$ cat src/hdl/lftr_defs.svh
// Offsets, field positions, reset values and timing counts of the tuning registers
`ifndef LFTR_DEFS_SVH
`define LFTR_DEFS_SVH
`define LFTR_OFS_AZCHK      8'h22
`define LFTR_OFS_GAINDEQ    8'h23
`define LFTR_RST_AZCHK      8'h00
`define LFTR_RST_GAINDEQ    8'hC8
`define LFTR_AZCHK_WMASK    8'hDF
`define LFTR_F_DELAY        7:6
`define LFTR_F_STATUS       5
`define LFTR_F_POLICY       4:3
`define LFTR_F_ON_ERROR_BEHAVIOUR       2
`define LFTR_F_CHECK        1:0
`define LFTR_F_GAIN         7:6
`define LFTR_F_FINAL        5:4
`define LFTR_F_DATA_AUTOZERO_ENABLE         3
`define LFTR_F_RES          2:1
`define LFTR_F_DEQ_ENABLE        0
`define LFTR_CLK_MHZ        100
`define LFTR_HALF_PER_NS    4000
`define LFTR_HALF_CYC       (`LFTR_HALF_PER_NS * `LFTR_CLK_MHZ / 1000)
`define LFTR_3HALF_CYC      (3 * `LFTR_HALF_CYC)
`endif

$ cat src/hdl/lftr_pkg.sv
// Types shared by the tuning register bank
package lftr_pkg;
  typedef struct packed {
    logic [7:0] addr;
    logic [7:0] wdata;
    logic       wr;
    logic       rd;
  } lftr_bus_req_t;

  typedef struct packed {
    logic [2:0] amp_gain;
    logic [1:0] final_stage;
    logic       fourth_rect_off;
    logic [1:0] deq_resistor;
    logic       deq_enable;
    logic       short_packets;
  } lftr_trim_t;

  typedef enum logic [1:0] {
    AZ_LOW,
    AZ_HIGH,
    AZ_DELAY
  } lftr_az_state_t;
endpackage

$ cat src/hdl/lftr_regs.sv
// Paged auto-zero, carrier-check, gain and de-Q tuning registers with their control logic
// Notes on behaviour
// - Both registers answer at 0x22 and 0x23 only while the page-select bit is set.
// - The release-delay field lags the auto-zero line fall by none, half or 1.5 125 kHz periods.
// - Bit 5 of the first register is read-only and shows whether de-Q is really active.
// - Policy 00 triggers auto-zero after the edge count, 01 adds a random -1, 0 or +1 to it.
// - Policies 10 and 11 also require the demodulated data to be 0 or 1 respectively.
// - On-error bit resets to 0; at 0 an error ends ON time, at 1 it returns to sniff if time remains.
// - Check codes 00 and 11 use 2x32 us packets, 01 and 10 use 8x8 us packets.
// - Gain codes 00 to 11 select gains 2, 3, 4 and 6; reset code is 11.
// - Final-stage 00 is fixed gain 6, 01 programmable gain, 10 and 11 disable the fourth rectifier.
// - Data auto-zero enable permits auto-zero during a data frame and resets to 1.
// - De-Q resistor code runs from the largest value at 00 down to 500 ohms at 11.
// - De-Q enable turns the de-Q system on and resets to 0.
`timescale 1ns/1ps
`include "lftr_defs.svh"

module lftr_regs
  import lftr_pkg::*;
#(
  parameter int HALF_CYC  = `LFTR_HALF_CYC,
  parameter int THALF_CYC = `LFTR_3HALF_CYC
) (
  input  wire logic          ref_clk_in,
  input  wire logic          reset_n_in,
  input  wire lftr_bus_req_t bus_in,
  output logic [7:0]         rdata_out,
  input  wire logic          register_page_select_in,
  input  wire logic [2:0]    az_edge_count_in,
  input  wire logic          data_frame_in,
  input  wire logic          demod_data_in,
  input  wire logic          sum_autozero_enable_in,
  input  wire logic          deq_active_in,
  input  wire logic          rx_error_in,
  input  wire logic          on_time_left_in,
  output logic               az_line_out,
  output logic               az_start_out,
  output logic               end_on_time_out,
  output logic               return_sniff_out,
  output lftr_trim_t         trim_out
);

  logic [7:0]     ctl_azchk;
  logic [7:0]     ctl_gaindeq;
  logic [2:0]     data_sync;
  logic [1:0]     sum_sync;
  logic [1:0]     deq_sync;
  lftr_az_state_t az_state;
  logic [10:0]    delay_cnt;
  logic [3:0]     edge_cnt;
  logic [3:0]     lfsr;
  logic [3:0]     target;
  logic           hit_az;
  logic           hit_gd;
  logic           level_ok;

  function automatic logic [2:0] gain_of(input logic [1:0] code);
    case (code)
      2'b00:   gain_of = 3'd2;
      2'b01:   gain_of = 3'd3;
      2'b10:   gain_of = 3'd4;
      default: gain_of = 3'd6;
    endcase
  endfunction

  // Addresses only decode with the page bit set
  assign hit_az = register_page_select_in && (bus_in.addr == `LFTR_OFS_AZCHK);
  assign hit_gd = register_page_select_in && (bus_in.addr == `LFTR_OFS_GAINDEQ);

  always_ff @(posedge ref_clk_in or negedge reset_n_in) begin
    if (!reset_n_in) begin
      ctl_azchk   <= `LFTR_RST_AZCHK;
      ctl_gaindeq <= `LFTR_RST_GAINDEQ;
    end else if (bus_in.wr) begin
      if (hit_az) begin
        ctl_azchk <= bus_in.wdata & `LFTR_AZCHK_WMASK;
      end
      if (hit_gd) begin
        ctl_gaindeq <= bus_in.wdata;
      end
    end
  end

  always_ff @(posedge ref_clk_in or negedge reset_n_in) begin
    if (!reset_n_in) begin
      rdata_out <= 8'h00;
    end else if (bus_in.rd && hit_az) begin
      rdata_out <= ctl_azchk;
      rdata_out[`LFTR_F_STATUS] <= deq_sync[1];
    end else if (bus_in.rd && hit_gd) begin
      rdata_out <= ctl_gaindeq;
    end else begin
      rdata_out <= 8'h00;
    end
  end

  // Analog and pin levels cross in through two flops
  always_ff @(posedge ref_clk_in or negedge reset_n_in) begin
    if (!reset_n_in) begin
      data_sync <= 3'h0;
      sum_sync  <= 2'h0;
      deq_sync  <= 2'h0;
    end else begin
      data_sync <= {data_sync[1:0], demod_data_in};
      sum_sync  <= {sum_sync[0], sum_autozero_enable_in};
      deq_sync  <= {deq_sync[0], deq_active_in};
    end
  end

  // Release delay: rise passes at once, fall waits the programmed lag
  always_ff @(posedge ref_clk_in or negedge reset_n_in) begin
    if (!reset_n_in) begin
      az_state    <= AZ_LOW;
      delay_cnt   <= 11'h000;
      az_line_out <= 1'b0;
    end else begin
      case (az_state)
        AZ_LOW: begin
          if (sum_sync[1]) begin
            az_state    <= AZ_HIGH;
            az_line_out <= 1'b1;
          end
        end
        AZ_HIGH: begin
          if (!sum_sync[1]) begin
            if (!ctl_azchk[7]) begin
              az_state    <= AZ_LOW;
              az_line_out <= 1'b0;
            end else begin
              az_state  <= AZ_DELAY;
              // Full count, so the lag adds exactly the programmed cycles
              delay_cnt <= ctl_azchk[6] ? 11'(THALF_CYC) : 11'(HALF_CYC);
            end
          end
        end
        AZ_DELAY: begin
          // A new rise cancels the pending release
          if (sum_sync[1]) begin
            az_state <= AZ_HIGH;
          end else if (delay_cnt == 11'h001) begin
            az_state    <= AZ_LOW;
            az_line_out <= 1'b0;
          end else begin
            delay_cnt <= delay_cnt - 11'h001;
          end
        end
        default: begin
          az_state    <= AZ_LOW;
          az_line_out <= 1'b0;
        end
      endcase
    end
  end

  // Target is the edge count with a random -1/0/+1 under policy 01; never below one
  always_comb begin
    target = {1'b0, az_edge_count_in};
    if (ctl_azchk[`LFTR_F_POLICY] == 2'b01) begin
      target = {1'b0, az_edge_count_in} + {2'b00, (lfsr[1:0] == 2'b11) ? 2'b10 : lfsr[1:0]}
               - 4'h1;
    end
    if (target == 4'h0) begin
      target = 4'h1;
    end
    case (ctl_azchk[`LFTR_F_POLICY])
      2'b10:   level_ok = !data_sync[1];
      2'b11:   level_ok = data_sync[1];
      default: level_ok = 1'b1;
    endcase
  end

  always_ff @(posedge ref_clk_in or negedge reset_n_in) begin
    if (!reset_n_in) begin
      edge_cnt     <= 4'h0;
      lfsr         <= 4'h1;
      az_start_out <= 1'b0;
    end else begin
      az_start_out <= 1'b0;
      lfsr         <= {lfsr[2:0], lfsr[3] ^ lfsr[2]};
      if (!data_frame_in) begin
        edge_cnt <= 4'h0;
      end else if (edge_cnt >= target && level_ok && ctl_gaindeq[`LFTR_F_DATA_AUTOZERO_ENABLE]) begin
        az_start_out <= 1'b1;
        edge_cnt     <= 4'h0;
      end else if ((data_sync[1] ^ data_sync[2]) && edge_cnt != 4'hF) begin
        edge_cnt <= edge_cnt + 4'h1;
      end
    end
  end

  // Error handling during ON time
  always_ff @(posedge ref_clk_in or negedge reset_n_in) begin
    if (!reset_n_in) begin
      end_on_time_out  <= 1'b0;
      return_sniff_out <= 1'b0;
    end else begin
      return_sniff_out <= rx_error_in && ctl_azchk[`LFTR_F_ON_ERROR_BEHAVIOUR] && on_time_left_in;
      end_on_time_out  <= rx_error_in && !(ctl_azchk[`LFTR_F_ON_ERROR_BEHAVIOUR] && on_time_left_in);
    end
  end

  always_ff @(posedge ref_clk_in or negedge reset_n_in) begin
    if (!reset_n_in) begin
      trim_out <= '0;
    end else begin
      trim_out.amp_gain        <= gain_of(ctl_gaindeq[`LFTR_F_GAIN]);
      trim_out.final_stage     <= ctl_gaindeq[`LFTR_F_FINAL];
      trim_out.fourth_rect_off <= ctl_gaindeq[5];
      trim_out.deq_resistor    <= ctl_gaindeq[`LFTR_F_RES];
      trim_out.deq_enable      <= ctl_gaindeq[`LFTR_F_DEQ_ENABLE];
      trim_out.short_packets   <= ^ctl_azchk[`LFTR_F_CHECK];
    end
  end
endmodule  // lftr_regs

$ cat config.mk
export PLATFORM = sky130hd
export DESIGN_NAME = lftr_regs
export DESIGN_NICKNAME = d
export VERILOG_FILES = /design/src/hdl/lftr_pkg.sv /design/src/hdl/lftr_regs.sv
export VERILOG_INCLUDE_DIRS = /design/src /design/src/hdl
export SDC_FILE = /design/constraint.sdc
export NUM_CORES = 1
export LEC_CHECK = 0
export CAP_MARGIN = 20
export CORE_MARGIN = 4
export CORE_UTILIZATION = 52
export CTS_CLUSTER_SIZE = 40
export DETAILED_ROUTE_END_ITERATION = 6
export DONT_BUFFER_PORTS = 1
export PLACE_DENSITY = 0.68
export SLEW_MARGIN = 10
export SYNTH_ARGS = -nofsm -noshare
export SYNTH_HDL_FRONTEND = slang
export SYNTH_SLANG_ARGS = --single-unit
$ cat constraint.sdc
create_clock -name ref_clk_in -period 3 [get_ports ref_clk_in]
set_clock_uncertainty 0.2 [all_clocks]
set_input_delay 0.3 -clock ref_clk_in [delete_from_list [all_inputs] [get_ports ref_clk_in]]
set_output_delay 0.3 -clock ref_clk_in [all_outputs]
set_load 0.02 [all_outputs]
======== Word-level counts from Yosys, hierarchy flattened ========
Cells that the tools add are included.
word-level totals
  bits in registers ....................... 65
operators by class
  add/subtract/negate cells ............... 4
  bitwise logic cells ..................... 2
  reductions and logical operators ........ 23
  muxes and demuxes ....................... 30
  $lt $le $gt $ge ......................... 1
  equal/unequal tests ..................... 21
operators with widths
  operator                                               count
  two-way mux 11 bit                                     5
  one-hot mux 11 bit (2 select lines)                    1
  two-way mux 4 bit                                      5
  equality test 8 x 6 -> 1 bit (second input constant)   2
  two-way mux 8 bit                                      2
  inequality test 2 bit (second input constant)          7
  two-way mux 2 bit                                      6
  equality test 11 x 1 -> 1 bit (second input constant)  1
  logical AND 1 bit                                      11
  subtractor 11 x 1 -> 11 bit (second input constant)    1
  equality test 2 bit (second input constant)            5
  AND reduction 5 bit                                    2
  one-hot mux 3 bit (3 select lines)                     1
  two-way mux 1 bit                                      7
  equality test 2 x 1 -> 1 bit (second input constant)   3
  one-hot mux 2 bit (3 select lines)                     1
  adder 3 x 2 -> 4 bit                                   1
  adder 4 x 1 -> 4 bit (second input constant)           1
  >= comparator 4 bit                                    1
  zero test 2 bit                                        2
  zero test 4 bit                                        1
  inequality test 4 bit (second input constant)          1
  AND reduction 2 bit                                    2
  subtractor 4 x 1 -> 4 bit (second input constant)      1
  other kinds (9)                                        11

======== Depth between registers and ports, before layout ========
Gate-level depths: netlist (run 1).
  depth in word-level cells ............... 12
  mapped depth ............................ 16
  mapped depth without buffers ............ 16

======== Worst setup path after synthesis (run 1) ========
No wires, ideal clock.
  path kind ............................... reg-to-reg
  start point ............................. register lfsr[0]
  end point ............................... register edge_cnt[0]
  required time ........................... 2.706 ns
  buffers on the path ..................... 0
  setup slack ............................. -0.159 ns
  arrival ................................. 2.865 ns
  stages on the path, launching flop included .. 16
  cells stage by stage .................... dfstp_2 -> nand2_1 -> ha_1 -> inv_1 -> ha_1 -> inv_1 -> fa_1 -> nor3b_1 -> a21oi_1 -> nand3_1 -> o211ai_1 -> ha_1 -> nand2b_1 -> a21o_1 -> a211o_1 -> a211oi_1
between the ends
  cells in the longest elaborated chain, start to end .. 12
ends and longest elaborated chain
  element                            line              RTL
  start, declared                    lftr_regs.sv:51   logic [3:0] lfsr;
  start signal, assigned             lftr_regs.sv:179  lfsr <= {lfsr[2:0], lfsr[3] ^ lfsr[2]};
  equality test 2 bit                lftr_regs.sv:159  target = {1'b0, az_edge_count_in} + {2'b00, (lfsr[1:0] == 2'b11) ? 2'b10 : lfsr[1:0]}
  two-way mux 2 bit *                lftr_regs.sv:159
  adder 3 x 2 -> 4 bit *             lftr_regs.sv:159
  subtractor 4 x 1 -> 4 bit *        lftr_regs.sv:160  - 4'h1;
  two-way mux 4 bit *                lftr_regs.sv:158  if (ctl_azchk[`LFTR_F_POLICY] == 2'b01) begin
  zero test 4 bit                    lftr_regs.sv:162  if (target == 4'h0) begin
  two-way mux 4 bit *                lftr_regs.sv:162
  >= comparator 4 bit *              lftr_regs.sv:182  end else if (edge_cnt >= target && level_ok && ctl_gaindeq[`LFTR_F_DATA_AUTOZERO_ENABLE]) begin
  logical AND 1 bit * (2 in series)  lftr_regs.sv:182
  two-way mux 4 bit                  lftr_regs.sv:182
  two-way mux 4 bit                  lftr_regs.sv:180  if (!data_frame_in) begin
  end signal, assigned               lftr_regs.sv:186  edge_cnt <= edge_cnt + 4'h1;
  end, declared                      lftr_regs.sv:50   logic [3:0] edge_cnt;
Mark *: on every way between the ends. The rest lies on a longest branch, timed or not.
A chain may end at the register's enable or synchronous reset.

======== Final worst setup path (run 1) ========
  start point ............................. register lfsr[0]
  end point ............................... register edge_cnt[2]
Same word-level chain as after synthesis.

==> results of run 1 <==
==> sequential cells by signal, summed over array words and instances, names as in the netlist <==
register	count
edge_cnt	4
sum_sync	2
lfsr	4
return_sniff_out	1
end_on_time_out	1
delay_cnt	11
ctl_gaindeq	8
rdata_out	8
az_line_out	1
deq_sync	2
ctl_azchk	7
az_start_out	1
trim_out	9
data_sync	3
az_state	2
==> logic make-up after synthesis <==
kind of cell | count (synthesis) | synth area share (%)
compound gates | 50 | 12.83
xor+xnor | 9 | 2.796
fa+ha+maj | 11 | 5.149
buf+inv | 19 | 2.796
flops | 64 | 56.99
mux | 17 | 6.702
simple gates | 55 | 12.74
==> area by class of cell <==
class | instances | area, um^2
Timing Repair Buffer | 22 | 225.2
Clock buffer | 16 | 180.2
Sequential cell | 64 | 1607
Fill cell | 390 | 1838
Multi-Input combinational cell | 142 | 1186
Inverter | 13 | 48.80
Tap cell | 70 | 87.58
==> stage by stage <==
stage / instances / hold WS (ps) / power, W / utilization (%)
after global placement: 292 / -193.9 / 0.001121 / 56.05
after detailed placement: 292 / -193.6 / 0.001126 / 56.05
after floorplan: 225 / -195.6 / 0.001082 / -
after global routing: 327 / 175.7 / 0.001924 / 64.47
final: 327 / 155.5 / 0.001831 / 64.47
after CTS: 327 / 155.6 / 0.001841 / 64.10
==> synth_stat cells, types with 2 or more instances <==
master,instances
a22oi_1,2
buf_2,3
xnor2_1,5
a22o_1,8
nor2_1,6
and3_1,4
a21o_1,2
a211o_1,2
nor2b_1,2
o31ai_1,3
ha_1,10
o21ai_0,8
a31oi_1,2
a211oi_1,4
dfstp_2,4
nor3_1,6
o22a_1,2
a21boi_0,2
or3_1,3
xor2_1,4
clkbuf_1,2
mux2_2,15
nand3_1,3
inv_1,13
a21oi_1,6
nor4b_1,2
nor3b_1,3
o211ai_1,3
nand2_1,6
mux2i_1,2
dfrtp_1,60
nand2b_1,6
==> routing by layer <==
layer  GRT usage [%]  share of wire [%]  vias up
met5               0                  0        -
met3           5.811                7.2       11
met4           9.468                1.7        0
met2           29.23                 44       61
li1                -                  -      880
met1           24.84                 47      920
==> cells in the final DEF (no fill, tap or decap), types with 8 or more instances in the layout <==
cell,synthesis,routed
mux2_2,15,15
a22o_1,8,8
dfrtp_1,60,60
dlygate4sd3_1,0,16
ha_1,10,8
o21ai_0,8,8
inv_1,13,10
clkbuf_8,0,12
==> what timing repair did <==
item / CTS / global route
setup endpoints to repair: 5 / 5
hold buffers: 17 / 0
resized for setup: 9 / 4
pin swaps: 1 / 1
hold endpoints to repair: 89 / 0
setup buffers: 2 / 0
==> critical path: cells and delay by family, from the launching register on <==
kind            cells  cell delay [ps]
fa+ha+maj           4             1010
compound gates      5              900
simple gates        4              480
flops               1              520
buf+inv             2               90
==> where the power goes <==
part / total (W) / switching [W] / internal [W] / leakage, nW
clock network: 0.000664 / 0.000294 / 0.000370 / 0.0910
logic: 0.000219 / 0.000112 / 0.000108 / 0.629
registers: 0.000949 / 0.0000481 / 0.000901 / 0.845
==> worst paths after layout <==
| kind | cells past startpoint | slack [ps] | startpoint | to |
|---|---|---|---|---|
| worst min register to register | 0 | 160 | sum_sync[0]$_DFF_PN0_ | sum_sync[1]$_DFF_PN0_ |
| worst min-delay path | 0 | 160 | sum_sync[0]$_DFF_PN0_ | sum_sync[1]$_DFF_PN0_ |
| max in group asynchronous | 2 | 1990 | reset_n_in | lfsr[0]$_DFF_PN1_ |
| min in group asynchronous | 2 | 320 | reset_n_in | ctl_azchk[6]$_DFFE_PN0P_ |
| worst max register to register | 15 | -280 | lfsr[0]$_DFF_PN1_ | edge_cnt[2]$_DFFE_PN0P_ |
| worst max-delay path | 15 | -280 | lfsr[0]$_DFF_PN1_ | edge_cnt[2]$_DFFE_PN0P_ |
==> key figures, run 1 <==
Outcome
  • Status: finished with violations
  • Violated checks: setup timing

STA
  • Actual slew at the worst max-slew pin: ~570 ps
  • Final setup fails: 5
  • Final worst setup slack: -281.3 ps
  • Crit path time final: around 3300 ps
  • Tcrit/Tclk final: 109.4%
  • Headroom to the max-slew limit: just over 60%
  • RSZ-0062 raised after global routing: true
  • Slew Viols, Final: 0
  • Fmax: 304.8 MHz
  • Setup TNS: -1281 ps
  • Fin. Hold Viols: 0

Placement
  • PortBufs: 0
  • RePlAce Congestion: 0.7618
  • Post-DP Area: 2899 um^2
  • Post-DP HPWL: around 3700 um
  • Pre-CTS WS: -277.7 ps

Setup path
  • Worst-path maximum fanout: 5
  • Crit end category: flip-flop
  • CP cell instances: nand2_1, ha_2, inv_2, ha_4, inv_2, fa_1, nor3b_2, a21oi_2, nand3_1, o211ai_1, ha_1, nand2b_1, a21o_1, a211o_4, a211oi_2
  • Crit path largest cell delay: between 500 and 600 ps
  • Worst path slowest cell: dfstp_2
  • CP arrival: between 3000 and 4000 ps
  • Required @ worst endpoint: between 3000 and 4000 ps
  • CP Class: flip-flop to flip-flop
  • Setup crit start kind: flip-flop
  • Cell mode on critical path: inv_2

Routing
  • Final ANT Viol Nets: 0
  • DRT iter0 DRCs: between 100 and 150
  • Initial DRT Pass Iterations: 5
  • Drt wl/cell: 17.18 um
  • Routed wire length: approximately 5600 um
  • DRC viols: 0
  • Via Count: between 1,500 and 2,000
  • Vias per inst: about 5.7

CTS
  • TritonCTS clock tree: yes
  • Worst-Skew Late Latency: 330 ps
  • Total CTS buffers: 9
  • Total clock sinks: 64
  • Clock buffer depth: 2
  • H-tree levels: 3
  • Root Buffer: clkbuf_8
  • CTS clk-pin slew, worst paths: ~60 ps

Floorplanning
  • Site Rows: 26
  • Initial Utilization: 54.50%
  • Die Span Y: just over 80 um
  • Die Wd: about 82 um
  • Die footprint: approximately 6700 um^2
  • Core Region: around 5200 um^2
  • Ports: between 50 and 60

Logic synthesis
  • Synth cell types: 54
  • Post-synthesis sequential area ratio: around 57%
  • Yosys reg bits: 64
  • Cells after Synth: ~230
  • Ys async rst share: between 90% and 100%
  • Share of the synthesized area in the top cell type: 53.26%
  • Post-synthesis net count: 266
  • Area leader, netlist: dfrtp_1
  • Top cells by area, synth: dfrtp_1 53%, mux2_2 6.0%, ha_1 4.4%
  • Ys Warns: 0
  • Netlist Area Pre-Place: between 2000 and 3000 um^2
  • EDFF count, synth: 0
  • Syn Area/Cell: between 10 and 15 um^2
  • Synth Flop Type: dfrtp_1

Flow run
  • Total of max-cap violations: 0

Cells and area
  • Final Instance Area: around 3300 um^2
  • Diode count: 0
  • Final Net Count: a little under 300
  • Area growth, synth to finish: 18.29%
  • Layout cells sized above 1: between 20% and 30%

Pwr
  • Cell Pwr Density: 549.3 nW/um^2
  • Peak supply drop: a little under 0.3 mV
  • Leakage: 1.565 nW

Global routing
  • Wire length of the first global-routing pass: around 9400 um
  • Grt total ovfl: 0
  • Largest net degree at the start of global routing: 65
  • Number of global-route vias before repair: between 1,500 and 2,000
  • Total GRT Usage: 19.15%
  • Antenna violations before repair: 0

Hold path
  • Worst Hold Class: flip-flop to flip-flop
No activity file was read; power rests on OpenSTA's default activity.
==> run 2, diff against run 1 <==
- PLACE_DENSITY: 0.68 -> 0.67
==> key figures, run 2 (synthesized netlist as in run 1, its figures left out) <==
Setup path
  • Cell mode on critical path: ha_4
  • Worst r2r path cells: 15 (unchanged)
  • Buffers and inverters on the worst path: 2 (unchanged)
  • R2R Setup Slk: -320 ps (-40 ps)
  • Setup crit start kind: flip-flop
  • CP cell instances: nand2_2, ha_4, inv_4, ha_4, inv_2, fa_1, nor3b_2, a21oi_2, nand3_1, o211ai_1, ha_1, nand2b_4, a21o_1, a211o_4, a211oi_2
  • CP arrival: 3380 ps (+50 ps)
  • Required @ worst endpoint: 3060 ps (about the same)
  • Worst-path maximum fanout: 5 (unchanged)
  • RR Startpoint: lfsr[0]$_DFF_PN1_
  • Crit path largest cell delay: 540 ps (+20 ps)
  • CP Class: flip-flop to flip-flop
  • Crit end category: flip-flop
  • Worst path slowest cell: dfstp_2
  • CP top delay family: adder cells
  • Capturing point of the worst reg2reg path: edge_cnt[2]$_DFFE_PN0P_

Routing
  • Initial DRT Pass Iterations: 5 (unchanged)
  • DRT iter0 DRCs: 133 (+3.9%)
  • Drt wl/cell: 18.37 um (+7.0%)
  • Vias per inst: 5.890 (+2.9%)
  • Routed wire length: 6008 um (+7.0%)
  • DRC viols: 0 (unchanged)
  • Via Count: 1,926 (+2.9%)
  • Final ANT Viol Nets: 0 (unchanged)

Cells and area
  • Commonest non-fill, non-tap cells in the layout: 60 x dfrtp_1, 16 x dlygate4sd3_1, 15 x mux2_2, 10 x inv_1, 9 x clkbuf_8
  • Diode count: 0 (unchanged)
  • Commonest non-fill, non-tap cell in the layout: dfrtp_1
  • Non-Filler Instances: 327 (unchanged)
  • Top reg by flops: delay_cnt
  • Final Instance Area: 3358 um^2 (+0.71%)
  • Layout cells sized above 1: 22.96% (+0.78 points)
  • Flip-flop count of the largest register after layout: 11 (unchanged)
  • Final Net Count: 293 (unchanged)
  • Layout filler cell count: 403 (+3.3%)
  • Biggest registers after layout: delay_cnt (11), trim_out (9)
  • Area growth, synth to finish: 19.13%

STA
  • Setup TNS: -1486 ps (-205.3 ps)
  • Tcrit/Tclk final: 110.6% (+1.2 points)
  • Crit path time final: 3318 ps (+37.16 ps)
  • Fin. Hold Viols: 0 (unchanged)
  • Final worst setup slack: -318.4 ps (-37.16 ps)
  • Actual slew at the worst max-slew pin: 801.0 ps (+231.5 ps)
  • Final setup fails: 5 (unchanged)
  • RSZ-0062 raised after global routing: true
  • Slew Viols, Final: 0 (unchanged)
  • Headroom to the max-slew limit: 46.19% (-15 points)
  • Fmax: 301.3 MHz (-1.1%)

CTS
  • Total clock sinks: 64 (unchanged)
  • Worst-Skew Late Latency: 340 ps (about the same)
  • CTS clk-pin slew, worst paths: 70 ps (about the same)
  • Total CTS buffers: 9 (unchanged)
  • H-tree levels: 3 (unchanged)
  • TritonCTS clock tree: yes
  • Clock buffer depth: 2 (unchanged)
  • Root Buffer: clkbuf_8

Placement
  • RePlAce Congestion: 0.8086 (+6.1%)
  • PortBufs: 0 (unchanged)
  • Post-DP Area: 2892 um^2 (-0.26%)
  • Post-DP HPWL: 4027 um (+9.3%)
  • Pre-CTS WS: -359.1 ps (-81.38 ps)
  • Cell total after placement: 291 (-0.34%)

Hold path
  • Worst Hold Class: flip-flop to flip-flop
  • Hold-critical path depth: 0 (unchanged)
  • Hold Path End: sum_sync[1]$_DFF_PN0_
  • Min-delay src: sum_sync[0]$_DFF_PN0_

Floorplanning
  • Die footprint: 6663 um^2 (unchanged)
  • Die Wd: 81.63 um (unchanged)
  • Site Rows: 26 (unchanged)
  • Core Region: 5172 um^2 (unchanged)
  • Initial Utilization: 54.50% (unchanged)
  • Ports: 52 (unchanged)
  • Die Span Y: 81.63 um (unchanged)

Pwr
  • Peak supply drop: 0.3806 mV (+28%)
  • Cell Pwr Density: 559.4 nW/um^2 (+1.8%)
  • Leakage: 1.572 nW (+0.45%)

Global routing
  • Total GRT Usage: 20.38% (+1.2 points)
  • Grt total ovfl: 0 (unchanged)
  • Number of global-route vias before repair: 1,954 (+1.5%)
  • Antenna violations before repair: 0 (unchanged)
  • Largest net degree at the start of global routing: 65 (unchanged)
  • Wire length of the first global-routing pass: 9853 um (+4.8%)

Flow run
  • Total of max-cap violations: 0 (unchanged)

Outcome
  • Violated checks: setup timing
  • Status: finished with violations
-- run 2: changes by cell type in the layout (fill, tap and decap cells not counted) --
cell,before,now
bufinv_16,0,1
nand2b_1,6,5
clkinvlp_4,0,1
inv_2,3,2
nand2_2,0,1
ha_2,1,0
inv_4,0,1
clkinv_2,0,1
nand2_1,6,5
ha_4,1,2
clkbuf_8,12,9
nand2b_4,0,1
-- run 2: worst reg2reg max path: stages (launching register included) --
cell	delay [ps]
dfstp_2	540
nand2_2	70
ha_4	160
inv_4	50
ha_4	110
inv_2	30
fa_1	450
nor3b_2	200
a21oi_2	60
nand3_1	90
o211ai_1	90
ha_1	280
nand2b_4	130
a21o_1	190
a211o_4	360
a211oi_2	230
-- run 2: final cells by class --
type                            count  area, um^2  share of cell area [%]
Clock inverter                      3       42.54                   1.267
Tap cell                           70       87.58                   2.608
Clock buffer                       13       138.9                   4.136
Multi-Input combinational cell    142        1206                   35.92
Sequential cell                    64        1607                   47.84
Inverter                           13       51.30                   1.528
Timing Repair Buffer               22       225.2                   6.706
-- run 2: timing repair --
| action | CTS | global route |
|---|---|---|
| setup endpoints to repair | 5 | 5 |
| hold endpoints to repair | 89 | 0 |
| gates resized for setup | 9 | 8 |
| setup buffers | 2 | 1 |
| hold buffers | 17 | 0 |
| gates cloned | 0 | 0 |
| pin swaps | 2 | 1 |
-- run 2: through the flow --
stage | utilization (%) | hold WS [ps] | power, W
2_1_floorplan | - | -195.6 | 0.001082
3_3_place_gp | 55.90 | -193.9 | 0.001111
3_5_place_dp | 55.90 | -193.8 | 0.001123
4_1_cts | 63.98 | 151.1 | 0.001878
5_1_grt | 64.93 | 158.9 | 0.001960
6_report | 64.93 | 148.6 | 0.001878
-- run 2: worst max-delay path by stage --
| stage | start | to | slack (ps) | cells after the start |
|---|---|---|---|---|
| final | lfsr[0]$_DFF_PN1_ | edge_cnt[2]$_DFFE_PN0P_ | -320 | 15 |
| after global routing | lfsr[0]$_DFF_PN1_ | edge_cnt[2]$_DFFE_PN0P_ | -440 | 15 |
| after CTS | lfsr[0]$_DFF_PN1_ | edge_cnt[2]$_DFFE_PN0P_ | -270 | 15 |
| after detailed placement | lfsr[0]$_DFF_PN1_ | edge_cnt[0]$_DFFE_PN0P_ | -360 | 15 |
| after global placement | lfsr[0]$_DFF_PN1_ | edge_cnt[3]$_DFFE_PN0P_ | -150 | 15 |
| after floorplan | lfsr[0]$_DFF_PN1_ | edge_cnt[0]$_DFFE_PN0P_ | -70 | 15 |
-- run 2: report_power, final --
| part | internal, W | switching (W) |
|---|---|---|
| registers | 0.000900 | 0.0000471 |
| clock network | 0.000384 | 0.000324 |
| logic | 0.000107 | 0.000117 |
| total | 0.00139 | 0.000488 |
-- run 2: routing by layer --
metal  up-vias  GRT usage (%)  part of all wire (%)
li1        876              -                     -
met1       949          25.86                    41
met2        89          31.51                    48
met3        12          7.895                   8.7
met4         0          7.973                   1.8
met5         -              0                     0
==> run 3, diff against run 2 <==
- CORE_ASPECT_RATIO: default -> 1.2
- RECOVER_POWER: default -> 100
==> key figures, run 3 (synthesized netlist as in run 1, its figures left out) <==
STA
  • Final worst setup slack: -234.7 ps (+83.69 ps)
  • Slew Viols, Final: 0 (unchanged)
  • Fin. Hold Viols: 0 (unchanged)
  • Actual slew at the worst max-slew pin: 1499 ps (+697.6 ps)
  • Crit path time final: 3235 ps (-83.69 ps)
  • Setup TNS: -1108 ps (+377.9 ps)
  • Fmax: 309.1 MHz (+2.6%)
  • Headroom to the max-slew limit: 0.09270% (-46 points)
  • Tcrit/Tclk final: 107.8% (-2.8 points)
  • RSZ-0062 raised after global routing: true
  • Final setup fails: 5 (unchanged)

Routing
  • Metal-1 WL: 2222 um (-10%)
  • Vias per inst: 5.787 (-1.8%)
  • DRC viols: 0 (unchanged)
  • Met2 routed WL: 2614 um (-10%)
  • Drt wl/cell: 16.79 um (-8.6%)
  • DRT iter0 DRCs: 72 (-46%)
  • Top Layer Used: met4
  • Routed wire length: 5356 um (-11%)
  • Via Count: 1,846 (-4.2%)
  • Initial DRT Pass Iterations: 4 (-1)
  • WL met3: 371 um (-29%)
  • Final ANT Viol Nets: 0 (unchanged)

CTS
  • Root Buffer: clkbuf_8
  • Worst-Skew Late Latency: 330 ps (about the same)
  • Clock buffer depth: 2 (unchanged)
  • H-tree levels: 3 (unchanged)
  • Total CTS buffers: 9 (unchanged)
  • TritonCTS clock tree: yes
  • CTS clk-pin slew, worst paths: 70 ps (about the same)
  • Total clock sinks: 64 (unchanged)

Pwr
  • P_sw: 0.0004864 W (-0.24%)
  • Clock share of power: 36.1% (-1.6 points)
  • Leakage: 1.551 nW (-1.3%)
  • Cell Pwr Density: 552.4 nW/um^2 (-1.2%)
  • Sw frac: 26.79% (+0.83 points)
  • Gate power share: 11.8% (about the same)
  • Peak supply drop: 0.3707 mV (-2.6%)
  • Part of the power in registers: 52.1% (+1.7 points)
  • Internal: 0.001329 W (-4.4%)

Setup path
  • Required @ worst endpoint: 3040 ps (-20 ps)
  • CP Class: flip-flop to flip-flop
  • Worst-path maximum fanout: 5 (unchanged)
  • Setup crit start kind: flip-flop
  • CP arrival: 3280 ps (-100 ps)
  • Crit end category: flip-flop

Outcome
  • Status: finished with violations
  • Violated checks: capacitance limit, setup timing

Cells and area
  • Commonest non-fill, non-tap cells in the layout: 60 x dfrtp_1, 16 x dlygate4sd3_1, 15 x mux2_2, 10 x inv_1, 10 x clkbuf_8
  • Top reg by flops: delay_cnt
  • Layout cells sized above 1: 22.18% (-0.78 points)
  • Final Net Count: 293 (unchanged)
  • Diode count: 0 (unchanged)
  • Biggest registers after layout: delay_cnt (11), trim_out (9)
  • Final Util: 62.47% (-2.5 points)
  • Area growth, synth to finish: 16.60%
  • Commonest non-fill, non-tap cell in the layout: dfrtp_1
  • Flip-flop count of the largest register after layout: 11 (unchanged)
  • Final Instance Area: 3287 um^2 (-2.1%)
  • Layout filler cell count: 410 (+1.7%)

Floorplanning
  • Core Region: 5261 um^2 (+1.7%)
  • Die Span Y: 88.66 um (+8.6%)
  • Die footprint: 6668 um^2 (about the same)
  • Initial Utilization: 53.58% (-0.92 points)
  • Die Wd: 75.21 um (-7.9%)
  • Ports: 52 (unchanged)
  • Site Rows: 29 (+12%)

Global routing
  • Grt total ovfl: 0 (unchanged)
  • Total GRT Usage: 18.32% (-2.1 points)
  • Number of global-route vias before repair: 1,908 (-2.4%)
  • Wire length of the first global-routing pass: 8976 um (-8.9%)
  • Largest net degree at the start of global routing: 65 (unchanged)
  • Antenna violations before repair: 0 (unchanged)

Placement
  • Post-DP Area: 2889 um^2 (about the same)
  • RePlAce Congestion: 0.8054 (-0.40%)
  • PortBufs: 0 (unchanged)
  • Post-DP HPWL: 3501 um (-13%)

Flow run
  • Total of max-cap violations: 1 (+1)

Hold path
  • Worst Hold Class: flip-flop to flip-flop
## run 3: final cells by class
| class | instances | area (um^2) | share of cell area [%] |
|---|---|---|---|
| Sequential cell | 64 | 1607 | 48.88 |
| Multi-Input combinational cell | 142 | 1169 | 35.55 |
| Timing Repair Buffer | 22 | 202.7 | 6.167 |
| Clock buffer | 10 | 137.6 | 4.187 |
| Tap cell | 62 | 77.57 | 2.360 |
| Inverter | 13 | 48.80 | 1.485 |
| Clock inverter | 6 | 45.04 | 1.370 |
## run 3: final timing paths
check | startpoint | end | slack [ps] | cells after the start
setup / recovery | lfsr[0]$_DFF_PN1_ | edge_cnt[2]$_DFFE_PN0P_ | -230 | 15
hold / removal | sum_sync[0]$_DFF_PN0_ | sum_sync[1]$_DFF_PN0_ | 150 | 0
setup reg to reg | lfsr[0]$_DFF_PN1_ | edge_cnt[2]$_DFFE_PN0P_ | -230 | 15
min in group asynchronous | reset_n_in | rdata_out[4]$_DFF_PN0_ | 710 | 2
max in group asynchronous | reset_n_in | lfsr[2]$_DFF_PN0_ | 1010 | 2
hold reg to reg | sum_sync[0]$_DFF_PN0_ | sum_sync[1]$_DFF_PN0_ | 150 | 0
## run 3: power groups by stage
stage	Combinational, W	Sequential (W)	Clock, W
2_1_floorplan	0.000131	0.000951	0
3_3_place_gp	0.000160	0.000960	0
3_5_place_dp	0.000162	0.000961	0
4_1_cts	0.000215	0.000945	0.000681
5_1_grt	0.000242	0.000952	0.000714
6_report	0.000214	0.000945	0.000656
## run 3: stage by stage
step / setup WS (ps) / std cells / hold WS (ps) / power, W
global placement: -167.2 / 284 / -194.1 / 0.001120
global route: -363.9 / 319 / 158.5 / 0.001908
floorplan: -72.01 / 225 / -195.6 / 0.001082
finish: -234.7 / 319 / 150.9 / 0.001816
CTS: -220.8 / 319 / 152.0 / 0.001841
detailed placement: -275.2 / 284 / -194.1 / 0.001124
## run 3: timing repair
action | CTS | global route
hold buffers | 17 | 0
hold endpoints to repair | 89 | 0
setup buffers | 2 | 0
endpoints found under the setup margin | 5 | 5
pin swaps | 1 | 2
resized for setup | 10 | 4
cloned | 0 | 0
## run 3: critical path, stage by stage, from the launching register on
cell and delay [ps]:
dfstp_2 530, nand2_1 50, ha_2 170, inv_2 60
ha_4 120, inv_2 30, fa_1 440, nor3b_2 210
a21oi_2 50, nand3_1 90, o211ai_1 90, ha_1 270
nand2b_4 130, a21o_1 180, a211o_4 350, a211oi_2 190
## run 3: layer usage
metal,track usage [%],vias to the layer above
li1,-,875
met5,0,-
met1,22.35,902
met3,5.341,10
met4,9.698,0
met2,29.16,59
